<file path="config.mk">
export PLATFORM = sky130hd
export DESIGN_NAME = clkctl_top
export DESIGN_NICKNAME = d
export VERILOG_FILES = /design/src/clkctl_pkg.sv /design/src/clkctl_top.sv
export VERILOG_INCLUDE_DIRS = /design/src /design/src/src
export SDC_FILE = /design/constraint.sdc
export NUM_CORES = 1
export LEC_CHECK = 0
export ABC_AREA = 1
export BUFFER_PORTS_ARGS = -buffer_cell sky130_fd_sc_hd__buf_2
export CAP_MARGIN = 0
export CORE_AREA = 8 8 150 152
export DETAILED_ROUTE_END_ITERATION = 16
export DIE_AREA = 0 0 158 160
export GPL_ROUTABILITY_DRIVEN = 1
export GPL_TIMING_DRIVEN = 0
export PLACE_DENSITY = 0.8
export REMOVE_ABC_BUFFERS = 1
export SYNTH_ARGS = -nofsm -noshare
export SYNTH_HDL_FRONTEND = slang
export SYNTH_SLANG_ARGS = --single-unit
</file>
<file path="constraint.sdc">
create_clock -name CLOCK_IN -period 3.18 [get_ports CLOCK_IN]
set_clock_uncertainty 0.2 [all_clocks]
set_input_delay 0.159 -clock CLOCK_IN [delete_from_list [all_inputs] [get_ports CLOCK_IN]]
set_output_delay 0.159 -clock CLOCK_IN [all_outputs]
set_load 0.02 [all_outputs]
</file>
<file path="src/clkctl_params.svh">
// Constants for the clock controller: offsets, fields, reset values.
// Assumes inclusion by the package, the top module and the bench.
`ifndef CLKCTL_PARAMS_SVH
`define CLKCTL_PARAMS_SVH
`define OFF_PCLK_SET 12'h010
`define OFF_PCLK_CLR 12'h014
`define OFF_PCLK_STATE 12'h018
`define OFF_OSC_CTRL 12'h020
`define OFF_FREQ_MEAS 12'h024
`define OFF_PLL_A 12'h028
`define OFF_PLL_B 12'h02C
`define OFF_MCK_CFG 12'h030
`define OFF_STATUS 12'h068
`define RST_OSC_CTRL 32'h00000000
`define RST_PLL 32'h00003F00
`define RST_MCK_CFG 32'h00000000
`define PCLK_VALID_MASK 32'hFFFFFFFC
`define OSC_EN_BIT 0
`define OSC_BYP_BIT 1
`define OSC_CNT_LSB 8
`define MEAS_RDY_BIT 16
`define PLL_CNT_LSB 8
`define PLL_RANGE_LSB 14
`define PLL_MUL_LSB 16
`define PLL_USB_BIT 28
`define MCK_MASTER_PRESCALER_LSB 2
`define MCK_RATIO_LSB 8
`define OSC_STEP_CYCLES 8
`define MEAS_WINDOW_SLOW 16
`define ST_STABLE_BIT 0
`define ST_LOCK_A_BIT 1
`define ST_LOCK_B_BIT 2
`define ST_MCK_RDY_BIT 3
`endif

</file>
<file path="src/clkctl_pkg.sv">
// Types for the clock controller.
// Assumes nothing beyond the constants header.
`default_nettype none
`include "clkctl_params.svh"
package clkctl_pkg;
	typedef enum logic [1:0] {SRC_SLOW, SRC_MAIN, SRC_PLLA, SRC_PLLB} mck_src_e;
	typedef logic [31:0] word_t;
endpackage
`default_nettype wire

</file>
<file path="src/clkctl_top.sv">
// Clock generator and master clock controller with APB register access.
// Assumes all clock inputs sampled as synchronous levels of CLOCK_IN.
//
// The APB interface to the registers and the register offsets are this design's own decisions.
`include "clkctl_params.svh"
`timescale 1ns/1ps
`default_nettype none
module clkctl_top #(
	parameter int CNT_W = 16
) (
	input wire logic CLOCK_IN,
	input wire logic NRST_IN,
	input wire logic CLKEN_IN,
	input wire logic PSEL_IN,
	input wire logic PENABLE_IN,
	input wire logic PWRITE_IN,
	input wire logic [11:0] PADDR_IN,
	input wire logic [31:0] PWDATA_IN,
	output logic [31:0] PRDATA_OUT,
	output logic PREADY_OUT,
	output logic PSLVERR_OUT,
	input wire logic SLOW_CLK_IN,
	input wire logic MAIN_CLK_IN,
	input wire logic PLLA_CLK_IN,
	input wire logic PLLB_CLK_IN,
	output logic [31:0] PERIPH_CLK_EN_OUT,
	output logic MASTER_CLK_OUT,
	output logic USB_CLK_OUT,
	output clkctl_pkg::word_t PLLA_CFG_OUT,
	output clkctl_pkg::word_t PLLB_CFG_OUT,
	output logic [1:0] PROC_RATIO_OUT,
	output logic CFG_RESERVED_OUT
);
	import clkctl_pkg::*;

	function automatic logic rise(input logic cur, input logic prev);
		return cur & ~prev;
	endfunction

	////////////////////////////////////////////////////////////////
	logic wr_en, ack;
	logic [31:0] pclk_q, osc_q, plla_q, pllb_q, mck_q;
	logic stable_q, lock_a_q, lock_b_q, meas_rdy_q, mck_rdy_q;
	logic [15:0] meas_q;
	assign ack = PSEL_IN & PENABLE_IN;
	assign wr_en = ack & PWRITE_IN & CLKEN_IN;
	assign PREADY_OUT = 1'b1;

	function automatic logic known(input logic [11:0] a);
		case (a)
			`OFF_PCLK_SET, `OFF_PCLK_CLR, `OFF_PCLK_STATE, `OFF_OSC_CTRL, `OFF_FREQ_MEAS,
			`OFF_PLL_A, `OFF_PLL_B, `OFF_MCK_CFG, `OFF_STATUS: return 1'b1;
			default: return 1'b0;
		endcase
	endfunction
	assign PSLVERR_OUT = ack & ~known(PADDR_IN);

	always_ff @(posedge CLOCK_IN or negedge NRST_IN) begin
		if (!NRST_IN) begin
			PRDATA_OUT <= 32'h00000000;
		end else if (CLKEN_IN && PSEL_IN && !PENABLE_IN && !PWRITE_IN) begin
			case (PADDR_IN)
				`OFF_PCLK_STATE: PRDATA_OUT <= pclk_q;
				`OFF_OSC_CTRL: PRDATA_OUT <= osc_q;
				`OFF_FREQ_MEAS: PRDATA_OUT <= {15'h0000, meas_rdy_q, meas_q};
				`OFF_PLL_A: PRDATA_OUT <= plla_q;
				`OFF_PLL_B: PRDATA_OUT <= pllb_q;
				`OFF_MCK_CFG: PRDATA_OUT <= mck_q;
				`OFF_STATUS: PRDATA_OUT <= {28'h0000000, mck_rdy_q, lock_b_q, lock_a_q, stable_q};
				default: PRDATA_OUT <= 32'h00000000;
			endcase
		end
	end

	////////////////////////////////////////////////////////////////
	always_ff @(posedge CLOCK_IN or negedge NRST_IN) begin
		if (!NRST_IN) begin
			pclk_q <= 32'h00000000;
		end else if (wr_en && PADDR_IN == `OFF_PCLK_SET) begin
			pclk_q <= pclk_q | (PWDATA_IN & `PCLK_VALID_MASK);
		end else if (wr_en && PADDR_IN == `OFF_PCLK_CLR) begin
			pclk_q <= pclk_q & ~(PWDATA_IN & `PCLK_VALID_MASK);
		end
	end
	// enables change only at system clock edge
	assign PERIPH_CLK_EN_OUT = pclk_q;

	logic cfg_a_wr, cfg_b_wr, mck_wr;
	assign cfg_a_wr = wr_en && PADDR_IN == `OFF_PLL_A;
	assign cfg_b_wr = wr_en && PADDR_IN == `OFF_PLL_B;
	assign mck_wr = wr_en && PADDR_IN == `OFF_MCK_CFG;
	always_ff @(posedge CLOCK_IN or negedge NRST_IN) begin
		if (!NRST_IN) begin
			osc_q <= `RST_OSC_CTRL;
			plla_q <= `RST_PLL;
			pllb_q <= `RST_PLL;
			mck_q <= `RST_MCK_CFG;
		end else begin
			if (wr_en && PADDR_IN == `OFF_OSC_CTRL) osc_q <= PWDATA_IN & 32'h0000FF03;
			// divider, range, multiplier fields kept whole
			if (cfg_a_wr) plla_q <= PWDATA_IN & 32'h07FFFFFF;
			// halve bit kept in B only
			if (cfg_b_wr) pllb_q <= PWDATA_IN & 32'h17FFFFFF;
			if (mck_wr) mck_q <= PWDATA_IN & 32'h0000031F;
		end
	end
	assign PLLA_CFG_OUT = plla_q;
	assign PLLB_CFG_OUT = pllb_q;
	// ratio driven to processor clock logic
	assign PROC_RATIO_OUT = mck_q[`MCK_RATIO_LSB +: 2];
	// reserved range or prescaler codes flagged
	// equal rewrites still restart lock counting
	assign CFG_RESERVED_OUT = plla_q[`PLL_RANGE_LSB] | pllb_q[`PLL_RANGE_LSB] | (&mck_q[4:2]);

	////////////////////////////////////////////////////////////////
	logic slow_q, slow_tick, main_q, main_tick;
	always_ff @(posedge CLOCK_IN or negedge NRST_IN) begin
		if (!NRST_IN) begin
			slow_q <= 1'b0;
			main_q <= 1'b0;
		end else if (CLKEN_IN) begin
			slow_q <= SLOW_CLK_IN;
			main_q <= MAIN_CLK_IN;
		end
	end
	assign slow_tick = CLKEN_IN & rise(SLOW_CLK_IN, slow_q);
	assign main_tick = CLKEN_IN & rise(MAIN_CLK_IN, main_q);

	logic osc_en, osc_byp;
	logic [11:0] osc_cnt_q;
	assign osc_en = osc_q[`OSC_EN_BIT];
	assign osc_byp = osc_q[`OSC_BYP_BIT];
	always_ff @(posedge CLOCK_IN or negedge NRST_IN) begin
		if (!NRST_IN) begin
			osc_cnt_q <= 12'h000;
			stable_q <= 1'b0;
		end else if (CLKEN_IN) begin
			if (!osc_en && !osc_byp) begin
				stable_q <= 1'b0;
				osc_cnt_q <= 12'h000;
			end else if (osc_byp) begin
				stable_q <= 1'b1;
			end else if (!stable_q && slow_tick) begin
				if (osc_cnt_q + 12'h001 >= 12'(osc_q[15:8]) * 12'(`OSC_STEP_CYCLES)) begin
					stable_q <= 1'b1;
				end else begin
					osc_cnt_q <= osc_cnt_q + 12'h001;
				end
			end
		end
	end

	////////////////////////////////////////////////////////////////
	logic [4:0] win_q;
	logic [15:0] acc_q;
	always_ff @(posedge CLOCK_IN or negedge NRST_IN) begin
		if (!NRST_IN) begin
			win_q <= 5'h00;
			acc_q <= 16'h0000;
			meas_q <= 16'h0000;
			meas_rdy_q <= 1'b0;
		end else if (CLKEN_IN) begin
			if (!osc_en && !osc_byp) begin
				win_q <= 5'h00;
				acc_q <= 16'h0000;
				meas_rdy_q <= 1'b0;
			end else begin
				if (main_tick) acc_q <= acc_q + 16'h0001;
				if (slow_tick) begin
					if (win_q == 5'(`MEAS_WINDOW_SLOW) - 5'h01) begin
						meas_q <= acc_q + {15'h0000, main_tick};
						meas_rdy_q <= 1'b1;
						acc_q <= 16'h0000;
						win_q <= 5'h00;
					end else begin
						win_q <= win_q + 5'h01;
					end
				end
			end
		end
	end

	////////////////////////////////////////////////////////////////
	logic [5:0] lock_a_cnt_q, lock_b_cnt_q;
	always_ff @(posedge CLOCK_IN or negedge NRST_IN) begin
		if (!NRST_IN) begin
			lock_a_cnt_q <= 6'h00;
			lock_b_cnt_q <= 6'h00;
			lock_a_q <= 1'b0;
			lock_b_q <= 1'b0;
		end else if (CLKEN_IN) begin
			if (cfg_a_wr) begin
				lock_a_cnt_q <= 6'h00;
				lock_a_q <= 1'b0;
			end else if (!lock_a_q && slow_tick) begin
				if (lock_a_cnt_q >= plla_q[13:8]) lock_a_q <= 1'b1;
				else lock_a_cnt_q <= lock_a_cnt_q + 6'h01;
			end
			if (cfg_b_wr) begin
				lock_b_cnt_q <= 6'h00;
				lock_b_q <= 1'b0;
			end else if (!lock_b_q && slow_tick) begin
				if (lock_b_cnt_q >= pllb_q[13:8]) lock_b_q <= 1'b1;
				else lock_b_cnt_q <= lock_b_cnt_q + 6'h01;
			end
		end
	end

	////////////////////////////////////////////////////////////////
	// Master clock: source pick, prescale, glitch-free switch
	mck_src_e src_q;
	logic src_clk, src_prev_q, mck_q_clk, usb_q;
	logic [6:0] master_prescaler_cnt_q;
	always_comb begin
		case (src_q)
			SRC_SLOW: src_clk = SLOW_CLK_IN;
			SRC_MAIN: src_clk = MAIN_CLK_IN;
			SRC_PLLA: src_clk = PLLA_CLK_IN;
			SRC_PLLB: src_clk = PLLB_CLK_IN;
			default: src_clk = SLOW_CLK_IN;
		endcase
	end
	always_ff @(posedge CLOCK_IN or negedge NRST_IN) begin
		if (!NRST_IN) begin
			src_prev_q <= 1'b0;
			master_prescaler_cnt_q <= 7'h00;
			mck_q_clk <= 1'b0;
			mck_rdy_q <= 1'b1;
			src_q <= SRC_SLOW;
		end else if (CLKEN_IN) begin
			src_prev_q <= src_clk;
			if (mck_wr) begin
				mck_rdy_q <= 1'b0;
			end else if (!mck_rdy_q && !mck_q_clk) begin
				src_q <= mck_src_e'(mck_q[1:0]);
				master_prescaler_cnt_q <= 7'h00;
				mck_rdy_q <= 1'b1;
			end else if (src_clk != src_prev_q) begin
				if (mck_q[4:2] == 3'h0) begin
					mck_q_clk <= src_clk;
				end else if (rise(src_clk, src_prev_q)) begin
					if (master_prescaler_cnt_q + 7'h01 >= 7'(7'h01 << (mck_q[4:2] - 3'h1))) begin
						master_prescaler_cnt_q <= 7'h00;
						mck_q_clk <= ~mck_q_clk;
					end else begin
						master_prescaler_cnt_q <= master_prescaler_cnt_q + 7'h01;
					end
				end
			end
		end
	end
	assign MASTER_CLK_OUT = mck_q_clk;

	logic pllb_prev_q;
	always_ff @(posedge CLOCK_IN or negedge NRST_IN) begin
		if (!NRST_IN) begin
			pllb_prev_q <= 1'b0;
			usb_q <= 1'b0;
		end else if (CLKEN_IN) begin
			pllb_prev_q <= PLLB_CLK_IN;
			if (!pllb_q[`PLL_USB_BIT]) usb_q <= PLLB_CLK_IN;
			else if (rise(PLLB_CLK_IN, pllb_prev_q)) usb_q <= ~usb_q;
		end
	end
	assign USB_CLK_OUT = usb_q;

	////////////////////////////////////////////////////////////////
	set_wins_a: assert property (@(posedge CLOCK_IN) disable iff (!NRST_IN)
		wr_en && PADDR_IN == `OFF_PCLK_SET |=> &(pclk_q | ~($past(PWDATA_IN) & `PCLK_VALID_MASK)))
		else $error("peripheral set lost");
	clear_drops_a: assert property (@(posedge CLOCK_IN) disable iff (!NRST_IN)
		wr_en && PADDR_IN == `OFF_PCLK_CLR |=> (pclk_q & $past(PWDATA_IN) & `PCLK_VALID_MASK) == 32'h0)
		else $error("peripheral clear lost");
	low_bits_a: assert property (@(posedge CLOCK_IN) disable iff (!NRST_IN)
		pclk_q[1:0] == 2'b00) else $error("reserved clock bits set");
	bypass_fast_a: assert property (@(posedge CLOCK_IN) disable iff (!NRST_IN)
		CLKEN_IN && osc_byp |=> stable_q) else $error("bypass not stable");
	osc_off_a: assert property (@(posedge CLOCK_IN) disable iff (!NRST_IN)
		CLKEN_IN && !osc_en && !osc_byp |=> !stable_q && !meas_rdy_q) else $error("stable kept");
	stable_wait_a: assert property (@(posedge CLOCK_IN) disable iff (!NRST_IN)
		$rose(stable_q) && !$past(osc_byp) |-> $past(osc_cnt_q) + 12'h001 >= 12'($past(osc_q[15:8])) * 12'h008)
		else $error("stable early");
	lock_restart_a: assert property (@(posedge CLOCK_IN) disable iff (!NRST_IN)
		cfg_a_wr |=> !lock_a_q ##0 lock_a_cnt_q == 6'h00) else $error("lock not restarted");
	usb_direct_a: assert property (@(posedge CLOCK_IN) disable iff (!NRST_IN)
		CLKEN_IN && !pllb_q[`PLL_USB_BIT] |=> usb_q == $past(PLLB_CLK_IN)) else $error("usb clock wrong");
	switch_low_a: assert property (@(posedge CLOCK_IN) disable iff (!NRST_IN)
		src_q != $past(src_q) |-> !mck_q_clk) else $error("switch while high");
	cover_lock_c: cover property (@(posedge CLOCK_IN) disable iff (!NRST_IN) $rose(lock_a_q));
	cover_stable_c: cover property (@(posedge CLOCK_IN) disable iff (!NRST_IN) $rose(stable_q));
	cover_meas_c: cover property (@(posedge CLOCK_IN) disable iff (!NRST_IN) $rose(meas_rdy_q));
	cover_switch_c: cover property (@(posedge CLOCK_IN) disable iff (!NRST_IN) $rose(mck_rdy_q));
	cover_usb_c: cover property (@(posedge CLOCK_IN) disable iff (!NRST_IN) pllb_q[`PLL_USB_BIT] && $rose(usb_q));

	logic rd_setup;
	assign rd_setup = CLKEN_IN & PSEL_IN & ~PENABLE_IN & ~PWRITE_IN;
	lock_set_a: assert property (@(posedge CLOCK_IN) disable iff (!NRST_IN)
		!cfg_a_wr && !lock_a_q && slow_tick && lock_a_cnt_q >= plla_q[13:8] |=> lock_a_q)
		else $error("lock a not set");
	lock_b_set_a: assert property (@(posedge CLOCK_IN) disable iff (!NRST_IN)
		!cfg_b_wr && !lock_b_q && slow_tick && lock_b_cnt_q >= pllb_q[13:8] |=> lock_b_q)
		else $error("lock b not set");
	lock_count_a: assert property (@(posedge CLOCK_IN) disable iff (!NRST_IN)
		$rose(lock_a_q) |-> $past(lock_a_cnt_q) >= $past(plla_q[13:8]))
		else $error("lock a early");
	startup_count_a: assert property (@(posedge CLOCK_IN) disable iff (!NRST_IN)
		!osc_byp && !stable_q && slow_tick && osc_cnt_q + 12'h001 < 12'(osc_q[15:8]) * 12'h008 |=> !stable_q)
		else $error("startup too short");
	meas_hold_a: assert property (@(posedge CLOCK_IN) disable iff (!NRST_IN)
		!(slow_tick && (osc_en || osc_byp) && win_q == 5'(`MEAS_WINDOW_SLOW) - 5'h01) |=> $stable(meas_q))
		else $error("count moved inside window");
	meas_ready_a: assert property (@(posedge CLOCK_IN) disable iff (!NRST_IN)
		slow_tick && (osc_en || osc_byp) && win_q == 5'(`MEAS_WINDOW_SLOW) - 5'h01 |=> meas_rdy_q)
		else $error("count not ready");
	ready_osc_a: assert property (@(posedge CLOCK_IN) disable iff (!NRST_IN)
		meas_rdy_q |-> $past(osc_en || osc_byp))
		else $error("ready while disabled");
	src_follow_a: assert property (@(posedge CLOCK_IN) disable iff (!NRST_IN)
		mck_rdy_q |-> src_q == mck_src_e'(mck_q[1:0]))
		else $error("source not applied");
	div_hold_a: assert property (@(posedge CLOCK_IN) disable iff (!NRST_IN)
		CLKEN_IN && mck_rdy_q && !mck_wr && mck_q[4:2] != 3'h0 && !rise(src_clk, src_prev_q) |=> $stable(mck_q_clk))
		else $error("divided clock moved early");
	switch_wait_a: assert property (@(posedge CLOCK_IN) disable iff (!NRST_IN)
		CLKEN_IN && !mck_wr && !mck_rdy_q && mck_q_clk |=> !mck_rdy_q && $stable(src_q))
		else $error("switch did not wait");
	usb_half_a: assert property (@(posedge CLOCK_IN) disable iff (!NRST_IN)
		CLKEN_IN && pllb_q[`PLL_USB_BIT] && !rise(PLLB_CLK_IN, pllb_prev_q) |=> $stable(usb_q))
		else $error("halved usb clock moved");
	status_read_a: assert property (@(posedge CLOCK_IN) disable iff (!NRST_IN)
		rd_setup && PADDR_IN == `OFF_STATUS |=> PRDATA_OUT[`ST_STABLE_BIT] == $past(stable_q))
		else $error("stable flag not read");
	state_read_a: assert property (@(posedge CLOCK_IN) disable iff (!NRST_IN)
		rd_setup && PADDR_IN == `OFF_PCLK_STATE |=> PRDATA_OUT == $past(pclk_q))
		else $error("clock state not read");
	freeze_hold_a: assert property (@(posedge CLOCK_IN) disable iff (!NRST_IN)
		!CLKEN_IN |=> $stable(pclk_q) && $stable(osc_q) && $stable(mck_q_clk))
		else $error("state moved while frozen");
endmodule
`default_nettype wire

</file>
==> results.sh, run 1 <==
export IMPL_footprint_of_the_multi_input_gates_sq_um=4890
export IMPL_initial_antenna_violation_count=3
export IMPL_detail_route_iter0_violations=674
export IMPL_dieHeight_microns=160
export IMPL_worstHoldStart="PADDR_IN[3]"
export IMPL_final_period_utilization_pct=95.7
export IMPL_arrival_ps=3230
export IMPL_regToRegStartpoint="win_q[0]"
export IMPL_timing_hold_worst_class="input pin to flip-flop"
export IMPL_critical_path_n_buffers_inverters=4
export IMPL_timing_setup_tns_ps=0
export IMPL_pwr_density_cell_nw_per_um2=446
export IMPL_synth_yosys_warnings=0
export IMPL_post_cts_setup_buffers=0
export IMPL_worst_relative_slew_slack_pct=28.5
export IMPL_layout_filler_cells=1626
export IMPL_via_per_inst=5.43
export IMPL_route_antenna_remaining_nets=0
export IMPL_critical_path_slowest_cell="sky130_fd_sc_hd__nor2_4"
export IMPL_cts_buffers=23
export IMPL_ys_ff_latch=215
export IMPL_clk_insertion_delay_late_ps=510
export IMPL_detailed_place_hpwl_microns=22400
export IMPL_reg2reg_setup_slack_ps=350
export IMPL_design_die_area_sq_um=25300
export IMPL_most_used_dff_post_synth="sky130_fd_sc_hd__dfrtp_1"
export IMPL_die_x_microns=158
export IMPL_power_static_leakage_nw=7.12
export IMPL_reg2reg_to="meas_q[7]"
export IMPL_initial_core_util_pct=56.2
export IMPL_ctsRootBufferMaster="sky130_fd_sc_hd__clkbuf_16"
export IMPL_synth_area_sq_um=11300
export IMPL_drc=0
export IMPL_clk_pin_slew_worst_paths_ps=70
export IMPL_max_freq_mhz=329
export IMPL_global_route_wire_length_before_repair_microns=52400
export IMPL_critical_path_start_end_classification="input pin to flip-flop"
export IMPL_syn_avg_cell_area_sq_um=7.84
export IMPL_htree_num_levels=1
export IMPL_drtPass1Iterations=6
export IMPL_core_area_sq_um=20000
export IMPL_combinational_family_with_the_most_area_after_synthesis="simple AND/OR/NAND/NOR gates"
export IMPL_placement_rows=52
export IMPL_worst_setup_path_end_kind="flip-flop"
export IMPL_first_global_vias=10200
export IMPL_syn2layout_area_growth_pct=20.1
export IMPL_synth_xor_xnor_area_share_pct=2.64
export IMPL_cp_cell_sequence="dlygate4sd3_1, buf_2, inv_4, nor3_4, inv_2, nor2_4, nand2_1, mux2_4"
export IMPL_finalNetCount=1722
export IMPL_gp_congestion=0.904
export IMPL_register_area_sq_um=5400
export IMPL_cts_buffer_depth=3
export IMPL_status="completed"
export IMPL_cp_top_family="simple AND/OR/NAND/NOR gates"
export IMPL_post_synth_mux_area_share_pct=0.400
export IMPL_share_of_synthesized_registers_carrying_an_async_set_or_reset_pct=100
export IMPL_wire_length_per_cell_after_detailed_routing_microns=17.1
export IMPL_cp_data_required_time_ps=3370
export IMPL_rr_worst_depth=9
export IMPL_vias=10400
export IMPL_final_hold_viol_count=0
export IMPL_synth_compound_area_share_pct=11.1
export IMPL_synth_enable_flop_cells=0
export IMPL_yosysSeqAreaShare_pct=47.9
export IMPL_globalRouteTotalUtil_pct=25.6
export IMPL_peakVddDrop_mv=0.380
export IMPL_clock_sinks=215
export IMPL_boundaryPins=189
export IMPL_finalSetupViolations=0
export IMPL_syn_inst=1436
export IMPL_final_common_cell="sky130_fd_sc_hd__nand2_1"
export IMPL_rsz0062_at_grt="no"
export IMPL_pin_count_of_the_biggest_net_entering_global_routing=81
export IMPL_timing_critical_path_fanout_max=30
export IMPL_crit_path_max_cell_delay_ps=790
export IMPL_timing_hold_worst_path_depth=5
export IMPL_worst_setup_path_start_kind="input pin"
export IMPL_numPortBuffers=176
export IMPL_yosysUniqueCellTypes=45
export IMPL_highest_count_cells_in_the_layout_ignoring_fill_and_taps="sky130_fd_sc_hd__nand2_1, sky130_fd_sc_hd__dfrtp_1, sky130_fd_sc_hd__inv_1"
export IMPL_cts_tree="done"
export IMPL_hold_slack_ps=27.3
export IMPL_synth_adder_area_share_pct=4.00
export IMPL_synthSimpleGateAreaFrac_pct=24.7
export IMPL_drive_gt1_share_pct=16.1
export IMPL_worstMarginPinSlew_ps=1070
export IMPL_grt_ovfl_total=0
export IMPL_worst_hold_path_endpoint="PLLB_CFG_OUT[28]"
export IMPL_routed_wl_microns=32900
export IMPL_cap_viol_max_count=0
export IMPL_utilization_pct=67.5
export IMPL_finalMaxSlewViolations=0
export IMPL_layout_min_cycle_time_ps=3040
cell families (layout without fill, tap and decap cells):
kind of cell | Yosys count | after routing
compound gates | 238 | 238
xor+xnor | 34 | 34
fa+ha+maj | 36 | 36
buf+inv | 251 | 454
flops | 215 | 215
mux | 3 | 3
other cells | 2 | 15
simple gates | 657 | 657
per-layer routing:
metal / share of wire [%] / vias to the layer above / GRT usage (%)
li1: - / 4954 / -
met1: 40 / 4975 / 32.4
met2: 48 / 446 / 43.3
met3: 9.2 / 65 / 4.43
met4: 2.4 / 0 / 8.40
met5: 0 / - / 0
cells in the mapped netlist, types with 16 or more instances:
master / count / share of area (%)
sky130_fd_sc_hd__o21ai_0: 131 / 5.8
sky130_fd_sc_hd__nor2_1: 106 / 3.5
sky130_fd_sc_hd__a21oi_1: 63 / 2.8
sky130_fd_sc_hd__nor3_1: 16 / 0.71
sky130_fd_sc_hd__nand3_1: 81 / 3.6
sky130_fd_sc_hd__clkbuf_1: 31 / 1.0
sky130_fd_sc_hd__ha_1: 36 / 4.0
sky130_fd_sc_hd__dfrtp_1: 202 / 45
sky130_fd_sc_hd__nand2_1: 409 / 14
sky130_fd_sc_hd__inv_1: 184 / 6.1
sky130_fd_sc_hd__o22ai_1: 18 / 1.0
sky130_fd_sc_hd__xor2_1: 28 / 2.2
timing repair:
item / 4_1_cts / 5_1_grt
resized for setup: 2 / 2
endpoints found under the hold margin: 316 / 0
gates cloned: 0 / 0
pin swaps: 0 / 0
setup endpoints to repair: 9 / 32
hold buffers: 43 / 0
power breakdown:
part           switching, W  internal [W]
sequential        0.0000468       0.00278
combinational      0.000251      0.000137
clock               0.00113       0.00169
stage by stage:
stage               worst slack (ps)  instances  instance area, sq um  power, W
floorplan                        687       1386                 11000   0.00303
global placement               -1950       1832                 12200   0.00319
detailed placement              -686       1834                 12300   0.00321
CTS                             63.3       1919                 13500   0.00605
global route                    14.3       1922                 13500   0.00621
finish                           138       1922                 13500   0.00603
final cells by class:
class	count	share of cell area [%]
Sequential cell	215	39.9
Multi-Input combinational cell	980	36.1
Timing Repair Buffer	221	10.2
Inverter	191	5.35
Clock buffer	30	4.82
Tap cell	270	2.50
Clock inverter	12	1.08
Antenna cell	3	0.0555
worst max path at each step:
stage	from	slack (ps)	cells after the start	to
2_1_floorplan	PADDR_IN[2]	690	9	PRDATA_OUT[9]
3_3_place_gp	NRST_IN	-1950	1	PLLA_CFG_OUT[14]
3_5_place_dp	PADDR_IN[2]	-690	9	lock_a_cnt_q[4]
4_1_cts	CLKEN_IN	60	5	PRDATA_OUT[31]
5_1_grt	CLKEN_IN	10	10	meas_q[7]
6_report	CLKEN_IN	140	8	flip-flop
worst reg2reg max path: stages, from the launching register on:
cell and delay (ps):
sky130_fd_sc_hd__dfrtp_1 390, sky130_fd_sc_hd__ha_1 220, sky130_fd_sc_hd__nand3_1 120, sky130_fd_sc_hd__nor2_1 140
sky130_fd_sc_hd__nand2_1 100, sky130_fd_sc_hd__nor2_1 630, sky130_fd_sc_hd__inv_1 540, sky130_fd_sc_hd__a21oi_1 220
sky130_fd_sc_hd__o21ai_0 110, sky130_fd_sc_hd__o21ai_0 90
Power figures use the tool's default switching activity.
==> run 2: changes to the inputs <==
Settings changed: ABC_CLOCK_PERIOD_IN_PS set to 3110.
Clock period 3.18 ns to 3.11 ns, I/O delays scaled along.
==> results.sh, run 2 (synthesis results as in run 1) <==
export IMPL_status="completed"
export IMPL_die_x_microns=158
export IMPL_cap_viol_max_count=0
export IMPL_cts_buffers=23
export IMPL_global_route_wire_length_before_repair_microns=52500
export IMPL_timing_hold_worst_class="input pin to flip-flop"
export IMPL_numPortBuffers=176
export IMPL_final_common_cell="sky130_fd_sc_hd__nand2_1"
export IMPL_drive_gt1_share_pct=16.1
export IMPL_clk_pin_slew_worst_paths_ps=60
export IMPL_final_hold_viol_count=0
export IMPL_boundaryPins=189
export IMPL_grt_ovfl_total=0
export IMPL_critical_path_start_end_classification="input pin to output port"
export IMPL_ctsRootBufferMaster="sky130_fd_sc_hd__clkbuf_16"
export IMPL_final_period_utilization_pct=97.9
export IMPL_initial_core_util_pct=56.2
export IMPL_cts_tree="done"
export IMPL_finalSetupViolations=0
export IMPL_finalNetCount=1723
export IMPL_detail_route_iter0_violations=768
export IMPL_cp_data_required_time_ps=2750
export IMPL_worstMarginPinSlew_ps=1070
export IMPL_drtPass1Iterations=5
export IMPL_htree_num_levels=1
export IMPL_arrival_ps=2690
export IMPL_syn2layout_area_growth_pct=20.2
export IMPL_first_global_vias=10200
export IMPL_clk_insertion_delay_late_ps=510
export IMPL_gp_congestion=0.904
export IMPL_finalMaxSlewViolations=0
export IMPL_route_antenna_remaining_nets=0
export IMPL_timing_setup_tns_ps=0
export IMPL_worst_setup_path_end_kind="output port"
export IMPL_cts_buffer_depth=3
export IMPL_rsz0062_at_grt="no"
export IMPL_via_per_inst=5.42
export IMPL_layout_filler_cells=1625
export IMPL_layout_min_cycle_time_ps=3050
export IMPL_initial_antenna_violation_count=3
export IMPL_peakVddDrop_mv=0.391
export IMPL_max_freq_mhz=328
export IMPL_wire_length_per_cell_after_detailed_routing_microns=17.1
export IMPL_dpl_cell_area_sq_um=12300
export IMPL_globalRouteTotalUtil_pct=25.6
export IMPL_pwr_density_cell_nw_per_um2=455
export IMPL_vias=10400
export IMPL_worst_setup_path_start_kind="input pin"
export IMPL_highest_count_cells_in_the_layout_ignoring_fill_and_taps="sky130_fd_sc_hd__nand2_1, sky130_fd_sc_hd__dfrtp_1, sky130_fd_sc_hd__inv_1"
export IMPL_power_static_leakage_nw=7.12
export IMPL_drc=0
export IMPL_design_die_area_sq_um=25300
export IMPL_timing_critical_path_fanout_max=32
export IMPL_dieHeight_microns=160
export IMPL_detailed_place_hpwl_microns=22400
export IMPL_final_cell_area_sq_um=13500
export IMPL_worst_relative_slew_slack_pct=28.4
export IMPL_pin_count_of_the_biggest_net_entering_global_routing=81
export IMPL_routed_wl_microns=32800
export IMPL_placement_rows=52
export IMPL_core_area_sq_um=20000
export IMPL_clock_sinks=215
export IMPL_post_cts_setup_buffers=0
-- run 2: power by group --
part	leakage, nW	total (W)	switching (W)	internal, W
Sequential	2.71	0.00289	0.0000484	0.00284
Clock	0.389	0.00288	0.00115	0.00173
Combinational	4.03	0.000399	0.000258	0.000141
Total	7.12	0.00617	0.00145	0.00471
-- run 2: what timing repair did --
action / in CTS / in global routing
resized for setup: 2 / 2
hold buffers: 44 / 0
hold endpoints to repair: 316 / 0
endpoints found under the setup margin: 32 / 29
-- run 2: critical path: stages --
cell and delay, ps:
sky130_fd_sc_hd__buf_2 130, sky130_fd_sc_hd__clkinvlp_4 590, sky130_fd_sc_hd__nand3_1 380, sky130_fd_sc_hd__inv_1 140, sky130_fd_sc_hd__nand3_1 600, sky130_fd_sc_hd__nand4_1 150, sky130_fd_sc_hd__nor4_1 270, sky130_fd_sc_hd__buf_2 270
-- run 2: area by class of cell --
type / instances / area (sq um) / area share [%]
Sequential cell: 215 / 5400 / 39.9
Multi-Input combinational cell: 980 / 4890 / 36.1
Timing Repair Buffer: 222 / 1390 / 10.2
Inverter: 191 / 723 / 5.34
Clock buffer: 30 / 652 / 4.82
Tap cell: 270 / 338 / 2.50
Clock inverter: 12 / 146 / 1.08
Antenna cell: 3 / 7.51 / 0.0555
-- run 2: worst paths after layout --
path / startpoint / cells past startpoint / to / slack (ps)
setup / recovery: PADDR_IN[2] / 8 / PSLVERR_OUT / 60
hold / removal: PADDR_IN[5] / 4 / mck_rdy_q / 40
setup reg to reg: osc_cnt_q[0] / 16 / osc_cnt_q[10] / 290
hold reg to reg: PRDATA_OUT[29] / 2 / PRDATA_OUT[29] / 280
max in group asynchronous: NRST_IN / 3 / PLLB_CFG_OUT[11] / 1860
min in group asynchronous: NRST_IN / 2 / lock_a_cnt_q[4] / 50
-- run 2: per-stage QoR --
step                      instances  setup WS (ps)  utilization [%]  power (W)  hold slack (ps)
after global placement         1832          -2020             60.9    0.00326              194
after floorplan                1386            621                -    0.00309             -340
after detailed placement       1834           -752             61.3    0.00328            -8.69
after global routing           1923           9.43             67.6    0.00636             65.2
after CTS                      1920           91.7             67.5    0.00619             14.3
final                          1923           63.9             67.6    0.00617             35.0
-- run 2: per-layer routing --
layer / share of wire (%) / up-vias / routed length (microns) / global-route usage, %
met1: 40 / 4947 / 13100 / 32.5
met5: 0 / - / 0 / 0
met2: 48 / 438 / 15800 / 43.4
li1: - / 4967 / - / -
met4: 2.7 / 0 / 897 / 8.62
met3: 9.2 / 72 / 3020 / 4.45
